[src/lssb_pkg.sv]
// shared constants, types and decode helpers for the lss node/bit-rate block
`default_nettype none
package lssb_pkg;
   // can identifiers of the layer setting channel
   localparam logic [10:0] LSSB_REQ_ID    = 11'h7e5;  // master -> node
   localparam logic [10:0] LSSB_RSP_ID    = 11'h7e4;  // node -> master
   // command specifiers and byte values
   localparam logic [7:0]  LSSB_CS_SWITCH = 8'h04;    // switch state global
   localparam logic [7:0]  LSSB_CS_NODE   = 8'h11;    // configure node id
   localparam logic [7:0]  LSSB_CS_BIT    = 8'h13;    // configure bit timing
   localparam logic [7:0]  LSSB_CS_ACT    = 8'h15;    // activate bit timing
   localparam logic [7:0]  LSSB_CS_STORE  = 8'h17;    // store configuration
   localparam logic [7:0]  LSSB_SW_TO_CONF = 8'h01;   // enter configuration
   localparam logic [7:0]  LSSB_SW_TO_WAIT = 8'h00;   // enter waiting
   localparam logic [7:0]  LSSB_TABLE_STD = 8'h00;    // bit-rate table selector
   localparam logic [7:0]  LSSB_RSP_OK    = 8'h00;    // success code
   localparam logic [7:0]  LSSB_RSP_ERR   = 8'h01;    // refused value code
   localparam logic [7:0]  LSSB_NODE_MIN  = 8'h01;    // lowest legal node id
   localparam logic [7:0]  LSSB_NODE_MAX  = 8'h7f;    // highest legal node id
   localparam logic [3:0]  LSSB_DLC_1     = 4'h1;
   localparam logic [3:0]  LSSB_DLC_2     = 4'h2;
   localparam logic [3:0]  LSSB_DLC_3     = 4'h3;
   // values after reset
   localparam logic [6:0]  LSSB_DEF_NODE  = 7'h7f;    // node id 127
   localparam logic [3:0]  LSSB_DEF_IDX   = 4'h4;     // 125 kbit/s
   localparam logic        LSSB_DEF_EN    = 1'b1;     // requests accepted
   // timing: switch delay unit and clock
   localparam int          LSSB_CLK_NS    = 100;      // 10 mhz clock
   localparam int          LSSB_MS_NS     = 1000000;  // 1 ms delay unit
   localparam int          LSSB_CYC_PER_MS = LSSB_MS_NS / LSSB_CLK_NS;
   // apb register offsets
   localparam logic [11:0] LSSB_A_CTRL    = 12'h000;
   localparam logic [11:0] LSSB_A_STAT    = 12'h004;
   localparam logic [11:0] LSSB_A_RATE    = 12'h008;
   // status word field positions
   localparam int          LSSB_ST_NODE   = 0;        // 7 bits
   localparam int          LSSB_ST_IDX    = 8;        // 4 bits, active
   localparam int          LSSB_ST_PEND   = 12;       // 4 bits, selected
   localparam int          LSSB_ST_CONF   = 16;
   localparam int          LSSB_ST_BUSY   = 17;
   localparam int          LSSB_ST_HOLD   = 18;

   // one can frame, up to three data bytes
   typedef struct packed {
      logic [10:0] id;
      logic [3:0]  dlc;
      logic [7:0]  b0;
      logic [7:0]  b1;
      logic [7:0]  b2;
   } lssb_frame_t;

   typedef enum logic [2:0] {
      LSSB_CMD_NONE  = 3'h0,
      LSSB_CMD_CONF  = 3'h1,
      LSSB_CMD_WAIT  = 3'h2,
      LSSB_CMD_NODE  = 3'h3,
      LSSB_CMD_BIT   = 3'h4,
      LSSB_CMD_ACT   = 3'h5,
      LSSB_CMD_STORE = 3'h6
   } lssb_cmd_t;

   typedef enum logic {
      LSSB_MODE_WAIT = 1'b0,
      LSSB_MODE_CONF = 1'b1
   } lssb_mode_t;

   typedef enum logic [1:0] {
      LSSB_SW_IDLE = 2'h0,   // no switch in progress
      LSSB_SW_PRE  = 2'h1,   // first period, old timing
      LSSB_SW_POST = 2'h2    // second period, new timing, tx silent
   } lssb_sw_t;

   // bit-rate index to kbit/s, zero for reserved or unknown
   function automatic logic [9:0] lssb_rate_kbps(input logic [3:0] idx);
      case (idx)
         4'h0:    lssb_rate_kbps = 10'h3e8;
         4'h1:    lssb_rate_kbps = 10'h320;
         4'h2:    lssb_rate_kbps = 10'h1f4;
         4'h3:    lssb_rate_kbps = 10'h0fa;
         4'h4:    lssb_rate_kbps = 10'h07d;
         4'h6:    lssb_rate_kbps = 10'h032;
         4'h7:    lssb_rate_kbps = 10'h014;
         4'h8:    lssb_rate_kbps = 10'h00a;
         default: lssb_rate_kbps = 10'h000;
      endcase
   endfunction
endpackage
`default_nettype wire

[src/lssb_core.sv]
// layer setting service interpreter: node id and bit rate over can
//
// Local design decisions: the placing of the registers and register access over APB.
`timescale 1ns/1ps
`default_nettype none
// Operation
// - reset gives node 127 and 125 kbit/s
// - only layer setting requests change id/rate
// - requests on 7e5h, answers on 7e4h
// - switch 04/01 enters configuration, no answer
// - switch 04/00 waits and resets to preoperational
// - command 11h in configuration sets node id
// - configure/store answer: cs, 00 (01 if value refused), 00
// - command 17h stores settings, then confirms
// - command 13h selector 00 picks rate index
// - index table 1M down to 10k, 5 reserved
// - command 15h activates, delay low byte first
// - wait delay, switch, wait delay again
module lssb_core
#(
   parameter int CYC_PER_MS = lssb_pkg::LSSB_CYC_PER_MS  // clocks per ms
)
(
   input  wire logic                  clk_in,
   input  wire logic                  resetn_in,
   // apb slave
   input  wire logic [11:0]           paddr_in,
   input  wire logic                  psel_in,
   input  wire logic                  penable_in,
   input  wire logic                  pwrite_in,
   input  wire logic [31:0]           pwdata_in,
   output logic [31:0]                prdata_out,
   output logic                       pready_out,
   output logic                       pslverr_out,
   // frames from and to the can controller
   input  wire logic                  rx_valid_in,
   input  wire lssb_pkg::lssb_frame_t rx_frame_in,
   output logic                       tx_valid_out,
   output lssb_pkg::lssb_frame_t      tx_frame_out,
   input  wire logic                  tx_ready_in,
   // settings towards the node
   output logic [6:0]                 node_id_out,
   output logic [3:0]                 bit_idx_out,
   output logic [9:0]                 rate_kbps_out,
   output logic                       bit_switch_out,
   output logic                       tx_hold_out,
   output logic                       nvm_store_out,
   output logic [6:0]                 nvm_node_out,
   output logic [3:0]                 nvm_idx_out,
   output logic                       preop_reset_out
);
   typedef struct packed {
      lssb_pkg::lssb_mode_t  mode;     // waiting or configuration
      lssb_pkg::lssb_sw_t    sw;       // bit-timing switch phase
      logic [6:0]            node_id;  // active node id
      logic [3:0]            act_idx;  // bit timing in use
      logic [3:0]            pend_idx; // selected, not yet active
      logic                  rsp_pend; // answer waiting for the bus
      logic                  tx_valid;
      lssb_pkg::lssb_frame_t tx_frame;
      logic                  hold;     // second switch period
      logic                  bit_sw;   // re-time pulse
      logic                  nvm_st;
      logic [6:0]            nvm_node;
      logic [3:0]            nvm_idx;
      logic                  preop;
      logic [9:0]            kbps;
      logic                  en;       // software enable of requests
      logic                  pready;
      logic                  pslverr;
      logic [31:0]           prdata;
   } lssb_core_st_t;

   lssb_core_st_t        st_ff;      // registered state
   lssb_core_st_t        nxt_st;     // next state
   lssb_pkg::lssb_cmd_t  cmd;        // decoded request
   logic                 req_ok;     // request may be taken now
   logic                 tmr_load;   // start a switch period
   logic [15:0]          tmr_ms;     // its length
   logic                 tmr_done;   // period over

   // builds a three-byte answer frame
   function automatic lssb_pkg::lssb_frame_t rsp_frame(
      input logic [7:0] cs,
      input logic [7:0] code);
      rsp_frame.id  = lssb_pkg::LSSB_RSP_ID;
      rsp_frame.dlc = lssb_pkg::LSSB_DLC_3;
      rsp_frame.b0  = cs;
      rsp_frame.b1  = code;
      rsp_frame.b2  = lssb_pkg::LSSB_RSP_OK;
   endfunction

   lssb_req_decode u_dec
   (
      .rx_valid_in (rx_valid_in),
      .rx_frame_in (rx_frame_in),
      .cmd_out     (cmd)
   );

   lssb_ms_timer #(.CYC_PER_MS(CYC_PER_MS)) u_tmr
   (
      .clk_in    (clk_in),
      .resetn_in (resetn_in),
      .load_in   (tmr_load),
      .ms_in     (tmr_ms),
      .done_out  (tmr_done)
   );

   // requests are dropped while an answer waits or the first period
   // runs; the can controller cannot be stalled, so nothing is queued
   assign req_ok = st_ff.en && !st_ff.rsp_pend
                   && st_ff.sw != lssb_pkg::LSSB_SW_PRE;

   // next-state logic: bus slave, switch sequence, command handling
   always_comb
   begin
      nxt_st        = st_ff;
      nxt_st.bit_sw = 1'b0;
      nxt_st.nvm_st = 1'b0;
      nxt_st.preop  = 1'b0;
      tmr_load      = 1'b0;
      tmr_ms        = 16'h0000;

      // apb: one wait state so read data leaves a flip-flop
      if (psel_in && penable_in && !st_ff.pready)
      begin
         nxt_st.pready  = 1'b1;
         nxt_st.pslverr = 1'b0;
         nxt_st.prdata  = 32'h00000000;
         case (paddr_in)
            lssb_pkg::LSSB_A_CTRL:
               nxt_st.prdata[0] = st_ff.en;
            lssb_pkg::LSSB_A_STAT:
            begin
               nxt_st.prdata[lssb_pkg::LSSB_ST_NODE +: 7] = st_ff.node_id;
               nxt_st.prdata[lssb_pkg::LSSB_ST_IDX +: 4]  = st_ff.act_idx;
               nxt_st.prdata[lssb_pkg::LSSB_ST_PEND +: 4] = st_ff.pend_idx;
               nxt_st.prdata[lssb_pkg::LSSB_ST_CONF] =
                  (st_ff.mode == lssb_pkg::LSSB_MODE_CONF);
               nxt_st.prdata[lssb_pkg::LSSB_ST_BUSY] =
                  (st_ff.sw != lssb_pkg::LSSB_SW_IDLE);
               nxt_st.prdata[lssb_pkg::LSSB_ST_HOLD] = st_ff.hold;
            end
            lssb_pkg::LSSB_A_RATE:
               nxt_st.prdata[9:0] = st_ff.kbps;
            default:
               nxt_st.pslverr = 1'b1;  // unmapped address
         endcase
      end
      else if (st_ff.pready)
      begin
         // completion edge: write takes effect here and only here;
         // id and rate are read-only so software cannot bypass lss
         nxt_st.pready  = 1'b0;
         nxt_st.pslverr = 1'b0;
         if (pwrite_in && paddr_in == lssb_pkg::LSSB_A_CTRL)
            nxt_st.en = pwdata_in[0];
      end

      // answer handed to the can controller
      if (st_ff.tx_valid && tx_ready_in)
         nxt_st.rsp_pend = 1'b0;

      // switch sequence: period, re-time, period with tx silent
      case (st_ff.sw)
         lssb_pkg::LSSB_SW_PRE:
            if (tmr_done)
            begin
               nxt_st.act_idx = st_ff.pend_idx;
               nxt_st.bit_sw  = 1'b1;
               nxt_st.sw      = lssb_pkg::LSSB_SW_POST;
               tmr_load       = 1'b1;
               tmr_ms         = {st_ff.tx_frame.b2, st_ff.tx_frame.b1};
            end
         lssb_pkg::LSSB_SW_POST:
            if (tmr_done)
               nxt_st.sw = lssb_pkg::LSSB_SW_IDLE;
         default:
            nxt_st.sw = lssb_pkg::LSSB_SW_IDLE;
      endcase

      if (req_ok)
      begin
         case (cmd)
            lssb_pkg::LSSB_CMD_CONF:
               nxt_st.mode = lssb_pkg::LSSB_MODE_CONF;
            lssb_pkg::LSSB_CMD_WAIT:
            begin
               nxt_st.mode  = lssb_pkg::LSSB_MODE_WAIT;
               nxt_st.preop = 1'b1;
            end
            lssb_pkg::LSSB_CMD_NODE:
               if (st_ff.mode == lssb_pkg::LSSB_MODE_CONF)
               begin
                  nxt_st.rsp_pend = 1'b1;
                  if (rx_frame_in.b1 >= lssb_pkg::LSSB_NODE_MIN &&
                      rx_frame_in.b1 <= lssb_pkg::LSSB_NODE_MAX)
                  begin
                     nxt_st.node_id  = rx_frame_in.b1[6:0];
                     nxt_st.tx_frame = rsp_frame(lssb_pkg::LSSB_CS_NODE,
                                          lssb_pkg::LSSB_RSP_OK);
                  end
                  else
                     nxt_st.tx_frame = rsp_frame(lssb_pkg::LSSB_CS_NODE,
                                          lssb_pkg::LSSB_RSP_ERR);
               end
            lssb_pkg::LSSB_CMD_BIT:
               if (st_ff.mode == lssb_pkg::LSSB_MODE_CONF)
               begin
                  nxt_st.rsp_pend = 1'b1;
                  // reserved index decodes to zero and is refused
                  if (rx_frame_in.b1 == lssb_pkg::LSSB_TABLE_STD &&
                      rx_frame_in.b2[7:4] == 4'h0 &&
                      lssb_pkg::lssb_rate_kbps(rx_frame_in.b2[3:0])
                         != 10'h000)
                  begin
                     nxt_st.pend_idx = rx_frame_in.b2[3:0];
                     nxt_st.tx_frame = rsp_frame(lssb_pkg::LSSB_CS_BIT,
                                          lssb_pkg::LSSB_RSP_OK);
                  end
                  else
                     nxt_st.tx_frame = rsp_frame(lssb_pkg::LSSB_CS_BIT,
                                          lssb_pkg::LSSB_RSP_ERR);
               end
            lssb_pkg::LSSB_CMD_ACT:
               if (st_ff.mode == lssb_pkg::LSSB_MODE_CONF &&
                   st_ff.sw == lssb_pkg::LSSB_SW_IDLE)
               begin
                  // delay kept in the idle answer slot for the 2nd period
                  nxt_st.tx_frame.b1 = rx_frame_in.b1;
                  nxt_st.tx_frame.b2 = rx_frame_in.b2;
                  nxt_st.sw = lssb_pkg::LSSB_SW_PRE;
                  tmr_load  = 1'b1;
                  tmr_ms    = {rx_frame_in.b2, rx_frame_in.b1};
               end
            lssb_pkg::LSSB_CMD_STORE:
               // may arrive in the second period at the new rate; the
               // answer then waits until that period is over
               if (st_ff.mode == lssb_pkg::LSSB_MODE_CONF)
               begin
                  nxt_st.nvm_st   = 1'b1;
                  nxt_st.nvm_node = st_ff.node_id;
                  nxt_st.nvm_idx  = st_ff.pend_idx;
                  nxt_st.rsp_pend = 1'b1;
                  nxt_st.tx_frame = rsp_frame(lssb_pkg::LSSB_CS_STORE,
                                       lssb_pkg::LSSB_RSP_OK);
               end
            default:
               nxt_st.rsp_pend = nxt_st.rsp_pend;
         endcase
      end

      // no frame leaves during the second period
      nxt_st.hold     = (nxt_st.sw == lssb_pkg::LSSB_SW_POST);
      nxt_st.tx_valid = nxt_st.rsp_pend && !nxt_st.hold;
      nxt_st.kbps     = lssb_pkg::lssb_rate_kbps(nxt_st.act_idx);
   end

   // state register with factory defaults
   always_ff @(posedge clk_in)
   begin
      if (!resetn_in)
      begin
         st_ff          <= '0;
         st_ff.node_id  <= lssb_pkg::LSSB_DEF_NODE;
         st_ff.act_idx  <= lssb_pkg::LSSB_DEF_IDX;
         st_ff.pend_idx <= lssb_pkg::LSSB_DEF_IDX;
         st_ff.kbps     <= lssb_pkg::lssb_rate_kbps(lssb_pkg::LSSB_DEF_IDX);
         st_ff.en       <= lssb_pkg::LSSB_DEF_EN;
      end
      else
         st_ff <= nxt_st;
   end

   assign prdata_out      = st_ff.prdata;
   assign pready_out      = st_ff.pready;
   assign pslverr_out     = st_ff.pslverr;
   assign tx_valid_out    = st_ff.tx_valid;
   assign tx_frame_out    = st_ff.tx_frame;
   assign node_id_out     = st_ff.node_id;
   assign bit_idx_out     = st_ff.act_idx;
   assign rate_kbps_out   = st_ff.kbps;
   assign bit_switch_out  = st_ff.bit_sw;
   assign tx_hold_out     = st_ff.hold;
   assign nvm_store_out   = st_ff.nvm_st;
   assign nvm_node_out    = st_ff.nvm_node;
   assign nvm_idx_out     = st_ff.nvm_idx;
   assign preop_reset_out = st_ff.preop;
endmodule // lssb_core
`default_nettype wire

[src/lssb_req_decode.sv]
// classifies a received frame into a layer setting command
`timescale 1ns/1ps
`default_nettype none
module lssb_req_decode
(
   input  wire logic                 rx_valid_in,  // frame strobe
   input  wire lssb_pkg::lssb_frame_t rx_frame_in, // received frame
   output var  lssb_pkg::lssb_cmd_t  cmd_out       // decoded command
);
   // pure decode; length must match exactly, other ids are not ours
   always_comb
   begin
      cmd_out = lssb_pkg::LSSB_CMD_NONE;
      if (rx_valid_in && rx_frame_in.id == lssb_pkg::LSSB_REQ_ID)
      begin
         case (rx_frame_in.b0)
            lssb_pkg::LSSB_CS_SWITCH:
               if (rx_frame_in.dlc == lssb_pkg::LSSB_DLC_2)
               begin
                  if (rx_frame_in.b1 == lssb_pkg::LSSB_SW_TO_CONF)
                     cmd_out = lssb_pkg::LSSB_CMD_CONF;
                  else if (rx_frame_in.b1 == lssb_pkg::LSSB_SW_TO_WAIT)
                     cmd_out = lssb_pkg::LSSB_CMD_WAIT;
               end
            lssb_pkg::LSSB_CS_NODE:
               if (rx_frame_in.dlc == lssb_pkg::LSSB_DLC_2)
                  cmd_out = lssb_pkg::LSSB_CMD_NODE;
            lssb_pkg::LSSB_CS_BIT:
               if (rx_frame_in.dlc == lssb_pkg::LSSB_DLC_3)
                  cmd_out = lssb_pkg::LSSB_CMD_BIT;
            lssb_pkg::LSSB_CS_ACT:
               if (rx_frame_in.dlc == lssb_pkg::LSSB_DLC_3)
                  cmd_out = lssb_pkg::LSSB_CMD_ACT;
            lssb_pkg::LSSB_CS_STORE:
               if (rx_frame_in.dlc == lssb_pkg::LSSB_DLC_1)
                  cmd_out = lssb_pkg::LSSB_CMD_STORE;
            default:
               cmd_out = lssb_pkg::LSSB_CMD_NONE;
         endcase
      end
   end
endmodule // lssb_req_decode
`default_nettype wire

[src/lssb_ms_timer.sv]
// millisecond down-timer for the bit-timing switch periods
`timescale 1ns/1ps
`default_nettype none
module lssb_ms_timer
#(
   parameter int CYC_PER_MS = lssb_pkg::LSSB_CYC_PER_MS  // clocks per ms
)
(
   input  wire logic        clk_in,
   input  wire logic        resetn_in,
   input  wire logic        load_in,   // start a period
   input  wire logic [15:0] ms_in,     // period length in ms
   output logic             done_out   // one-cycle pulse at period end
);
   localparam logic [23:0] PRE_LAST = 24'(CYC_PER_MS - 1);

   typedef struct packed {
      logic        run;      // period in progress
      logic [15:0] ms_left;  // whole ms still to wait
      logic [23:0] pre;      // cycles within current ms
      logic        done;
   } lssb_tmr_st_t;

   lssb_tmr_st_t st_ff;
   lssb_tmr_st_t nxt_st;

   // a zero length period ends two cycles after load
   always_comb
   begin
      nxt_st      = st_ff;
      nxt_st.done = 1'b0;
      if (load_in)
      begin
         nxt_st.run     = 1'b1;
         nxt_st.ms_left = ms_in;
         nxt_st.pre     = 24'h000000;
      end
      else if (st_ff.run)
      begin
         if (st_ff.ms_left == 16'h0000)
         begin
            nxt_st.run  = 1'b0;
            nxt_st.done = 1'b1;
         end
         else if (st_ff.pre == PRE_LAST)
         begin
            nxt_st.pre     = 24'h000000;
            nxt_st.ms_left = st_ff.ms_left - 16'h0001;
         end
         else
            nxt_st.pre = st_ff.pre + 24'h000001;
      end
   end

   // state register
   always_ff @(posedge clk_in)
   begin
      if (!resetn_in)
         st_ff <= '0;
      else
         st_ff <= nxt_st;
   end

   assign done_out = st_ff.done;
endmodule // lssb_ms_timer
`default_nettype wire

[config.mk]
export PLATFORM = sky130hd
export DESIGN_NAME = lssb_core
export DESIGN_NICKNAME = d
export VERILOG_FILES = /design/src/lssb_pkg.sv /design/src/lssb_core.sv /design/src/lssb_req_decode.sv /design/src/lssb_ms_timer.sv
export SDC_FILE = /design/constraint.sdc
export NUM_CORES = 1
export LEC_CHECK = 0
export ABC_AREA = 1
export CORE_MARGIN = 1
export CORE_UTILIZATION = 50
export DETAILED_ROUTE_END_ITERATION = 10
export DONT_BUFFER_PORTS = 1
export GPL_ROUTABILITY_DRIVEN = 0
export PLACE_DENSITY_LB_ADDON = 0.3
export SETUP_SLACK_MARGIN = 0.2
export SYNTH_ARGS = -nofsm -noshare
export SYNTH_HDL_FRONTEND = slang
export SYNTH_SLANG_ARGS = --single-unit
[constraint.sdc]
create_clock -name clk_in -period 5.15 [get_ports clk_in]
set_input_delay 1.03 -clock clk_in [delete_from_list [all_inputs] [get_ports clk_in]]
set_output_delay 1.03 -clock clk_in [all_outputs]
set_load 0.02 [all_outputs]
==> metrics.txt <==
fmax=333 MHz; share of the synthesized area in the top cell type=32.5%; Buf/Inv on CP=2; Final Max Tran Viols=0; post-synthesis compound-gate area fraction=10.1%; cell row count=45; Die Footprint=0.0163 mm^2; sink of the worst hold path=u_tmr.st_ff[40]; post-synthesis xor/xnor area fraction=2.00%; post-route design area=0.00784 mm^2; fin worst setup slack=2.14 ns; core footprint=0.0153 mm^2; worst path cell trace=inv_1 > ha_1 > nand2_1 > inv_1 > nand4_2 > nor2_1 > nor2_1 > nand4_2 > nand3_4 > nor2_2 > and3_1; gr ovfl total=0; WP data required=5.47 ns; Adder-Cell Fraction of Synth Area=2.07%; Via Count=6,621; Global Route Usage Sum=23.4%; Hold Crit Depth=2; DR pass1 iterations=5; minimum clock period=3.01 ns; initial drt markers=492; Final Hold Viols=0; Mapped Area=0.00787 mm^2; initial antenna violation count=0; vias per cell=5.15; vias in the first global route=6,018; first-pass GRT wire length=30.0 mm; Top delay family on crit path=simple AND/OR/NAND/NOR gates; Filler cells=1,554; Initial Util=51.6%; chip width=127 um; ranking of synthesized cells by area=dfxtp_1, buf_4, nand2_1, nor2_1, inv_1; area leader, netlist=dfxtp_1; setup violators final=0; RR Startpoint=u_tmr.st_ff[25]; Syn-to-layout area delta=-0.381%; H-tree depth=4; Peak supply drop=0.200 mV; largest net degree at the start of global routing=75; status=finished, final reports clean; Die Ht=127 um; register area share after synthesis=32.5%; slowest cell on the critical path=nor2_1; max cap viols=0; CTS Sinks=128; clock-pin transition on the worst setup and hold timing paths=0.06 ns; TritonCTS clock tree=done; hold_sp=u_tmr.st_ff[40]; CP endpoint kind=flop; Min Hold Slack=0.451 ns; reg2reg setup slack=2.14 ns; ys flop type=dfxtp_1; DR WL/cell=14.2 um; Synth Area in Simple Gates=33.6%; dpl ws=1.98 ns; largest family of logic cells by synthesized area=simple AND/OR/NAND/NOR gates; multiplexer share of the synthesized area=0%; Final ANT Viol Nets=0; cell count after synthesis=1,158; # port buffers=0; NumNets Final=1,164; FF-to-FF End=u_tmr.st_ff[16]; startpoint types=flop; post-CTS resize count=0; critical path peak fanout=12; Post-synth EDFFs=0; Ys Warns=0; relative max-transition margin=25.1%; DP Wirelength=13.4 mm; ANT cells=0; Residual DRC=0; Placed Cells=1,253; leading cell type in the layout, fill and taps excluded=nand2_1; clk_skew=0.00982 ns; Yosys cell types=48; Worst Path Arrival=3.33 ns; sum of negative setup slack=0 ns; Post CTS Setup Buffer Count=0; Post-DP Area=0.00726 mm^2; synthesis-stage register bit count=128; CP Class=reg -> reg; Final Non-Filler Cells=1,285; Slew @ Worst Pin=1.12 ns; async set-reset flop share out of synthesis=0%; I/O pin cnt=200; Routed WL=18.2 mm; fin crit share=58.4%; Avg Inst Size Synth=6.80 um^2; unrepaired setup endpoints after global routing=no; commonest cells after routing, fill and taps aside=nand2_1, nor2_1, inv_1, dfxtp_1, nand3_1; share of layout cells above drive strength 1=9.03%; CTS Hold Bufs=0; Root Driver=clkbuf_16; Critical Path Max Stage Delay=0.66 ns; clock buffer count from CTS=17; worst-case clock buffer depth=2; Min-Delay Path Class=reg -> reg; power per cell area=287 mW/mm^2; Leak Pwr=3.67 nW; clk_lat worst skew=0.42 ns; R2R depth=11
==> synthesized netlist by cell type (4+ instances only) <==
library cell / n
nand2_4: 6
ha_1: 13
a21oi_1: 34
o21ai_0: 53
nor4_1: 12
clkbuf_1: 16
buf_2: 6
a31oi_1: 13
dfxtp_1: 128
buf_6: 4
nor2_1: 181
nor2_2: 9
nand3_1: 67
nand4_1: 27
o211ai_1: 25
buf_4: 108
buf_1: 4
inv_2: 8
or2_2: 5
xor2_1: 16
nor3_1: 23
nand2_2: 19
inv_1: 146
nand2_1: 196
==> worst min-delay path, delay by kind of cell, from the launching register on <==
family | cells | cell delay (ns)
flops | 1 | 0.31
simple gates | 2 | 0.10
==> worst max-delay path by stage <==
stage	cells past startpoint	start	end	slack [ns]
floorplan	13	rx_frame_in[22]	u_tmr.st_ff[12]	2.71
detailed placement	12	rx_frame_in[17]	nvm_node_out[0]	1.98
global placement	12	rx_frame_in[17]	nvm_node_out[0]	2.02
finish	11	u_tmr.st_ff[25]	u_tmr.st_ff[16]	2.14
CTS	11	u_tmr.st_ff[25]	u_tmr.st_ff[16]	2.12
global route	11	u_tmr.st_ff[25]	u_tmr.st_ff[16]	1.92
==> stage by stage <==
step                      utilization (%)  power (mW)
after global routing                 51.4        2.33
after CTS                            51.4        2.27
final                                51.4        2.25
after floorplan                         -        1.11
after detailed placement             47.6        1.09
after global placement               47.6        1.09
==> sequential cells by signal, summed over array words and instances, names as in the netlist <==
register         flops
rate_kbps_out       10
u_tmr.done_out       1
preop_reset_out      1
tx_frame_out        19
bit_idx_out          4
nvm_node_out         7
tx_hold_out          1
prdata_out          19
pready_out           1
node_id_out          7
pslverr_out          1
st_ff                9
nvm_idx_out          4
tx_valid_out         1
u_tmr.st_ff         41
bit_switch_out       1
nvm_store_out        1
==> report_power, final <==
part / total, mW / switching, mW / internal, mW
logic: 0.0662 / 0.0510 / 0.0152
registers: 1.01 / 0.0105 / 0.996
clock network: 1.18 / 0.481 / 0.700
total: 2.25 / 0.543 / 1.71
==> routing by layer <==
layer	vias up	wire [um]	global-route usage, %
met5	-	0	0
met4	0	244	8.33
met3	18	1510	5.99
met2	240	7910	36.3
met1	2972	8530	31.5
li1	3391	-	-
==> layout make-up <==
class | count | area, um^2 | area share [%]
tap | 211 | 264 | 3.37
multi-input combinational | 757 | 3840 | 49.0
clock buffer | 20 | 457 | 5.82
clock inverter | 12 | 124 | 1.58
inverter | 157 | 591 | 7.53
sequential | 128 | 2560 | 32.7
==> logic make-up after synthesis <==
kind of cell,Yosys count
AO/OA/AOI/OAI,137
XOR/XNOR,18
adder cells (fa/ha/maj),13
buffers and inverters,295
flip-flops,128
other,1
AND/OR/NAND/NOR,566
Power figures use the tool's default switching activity.
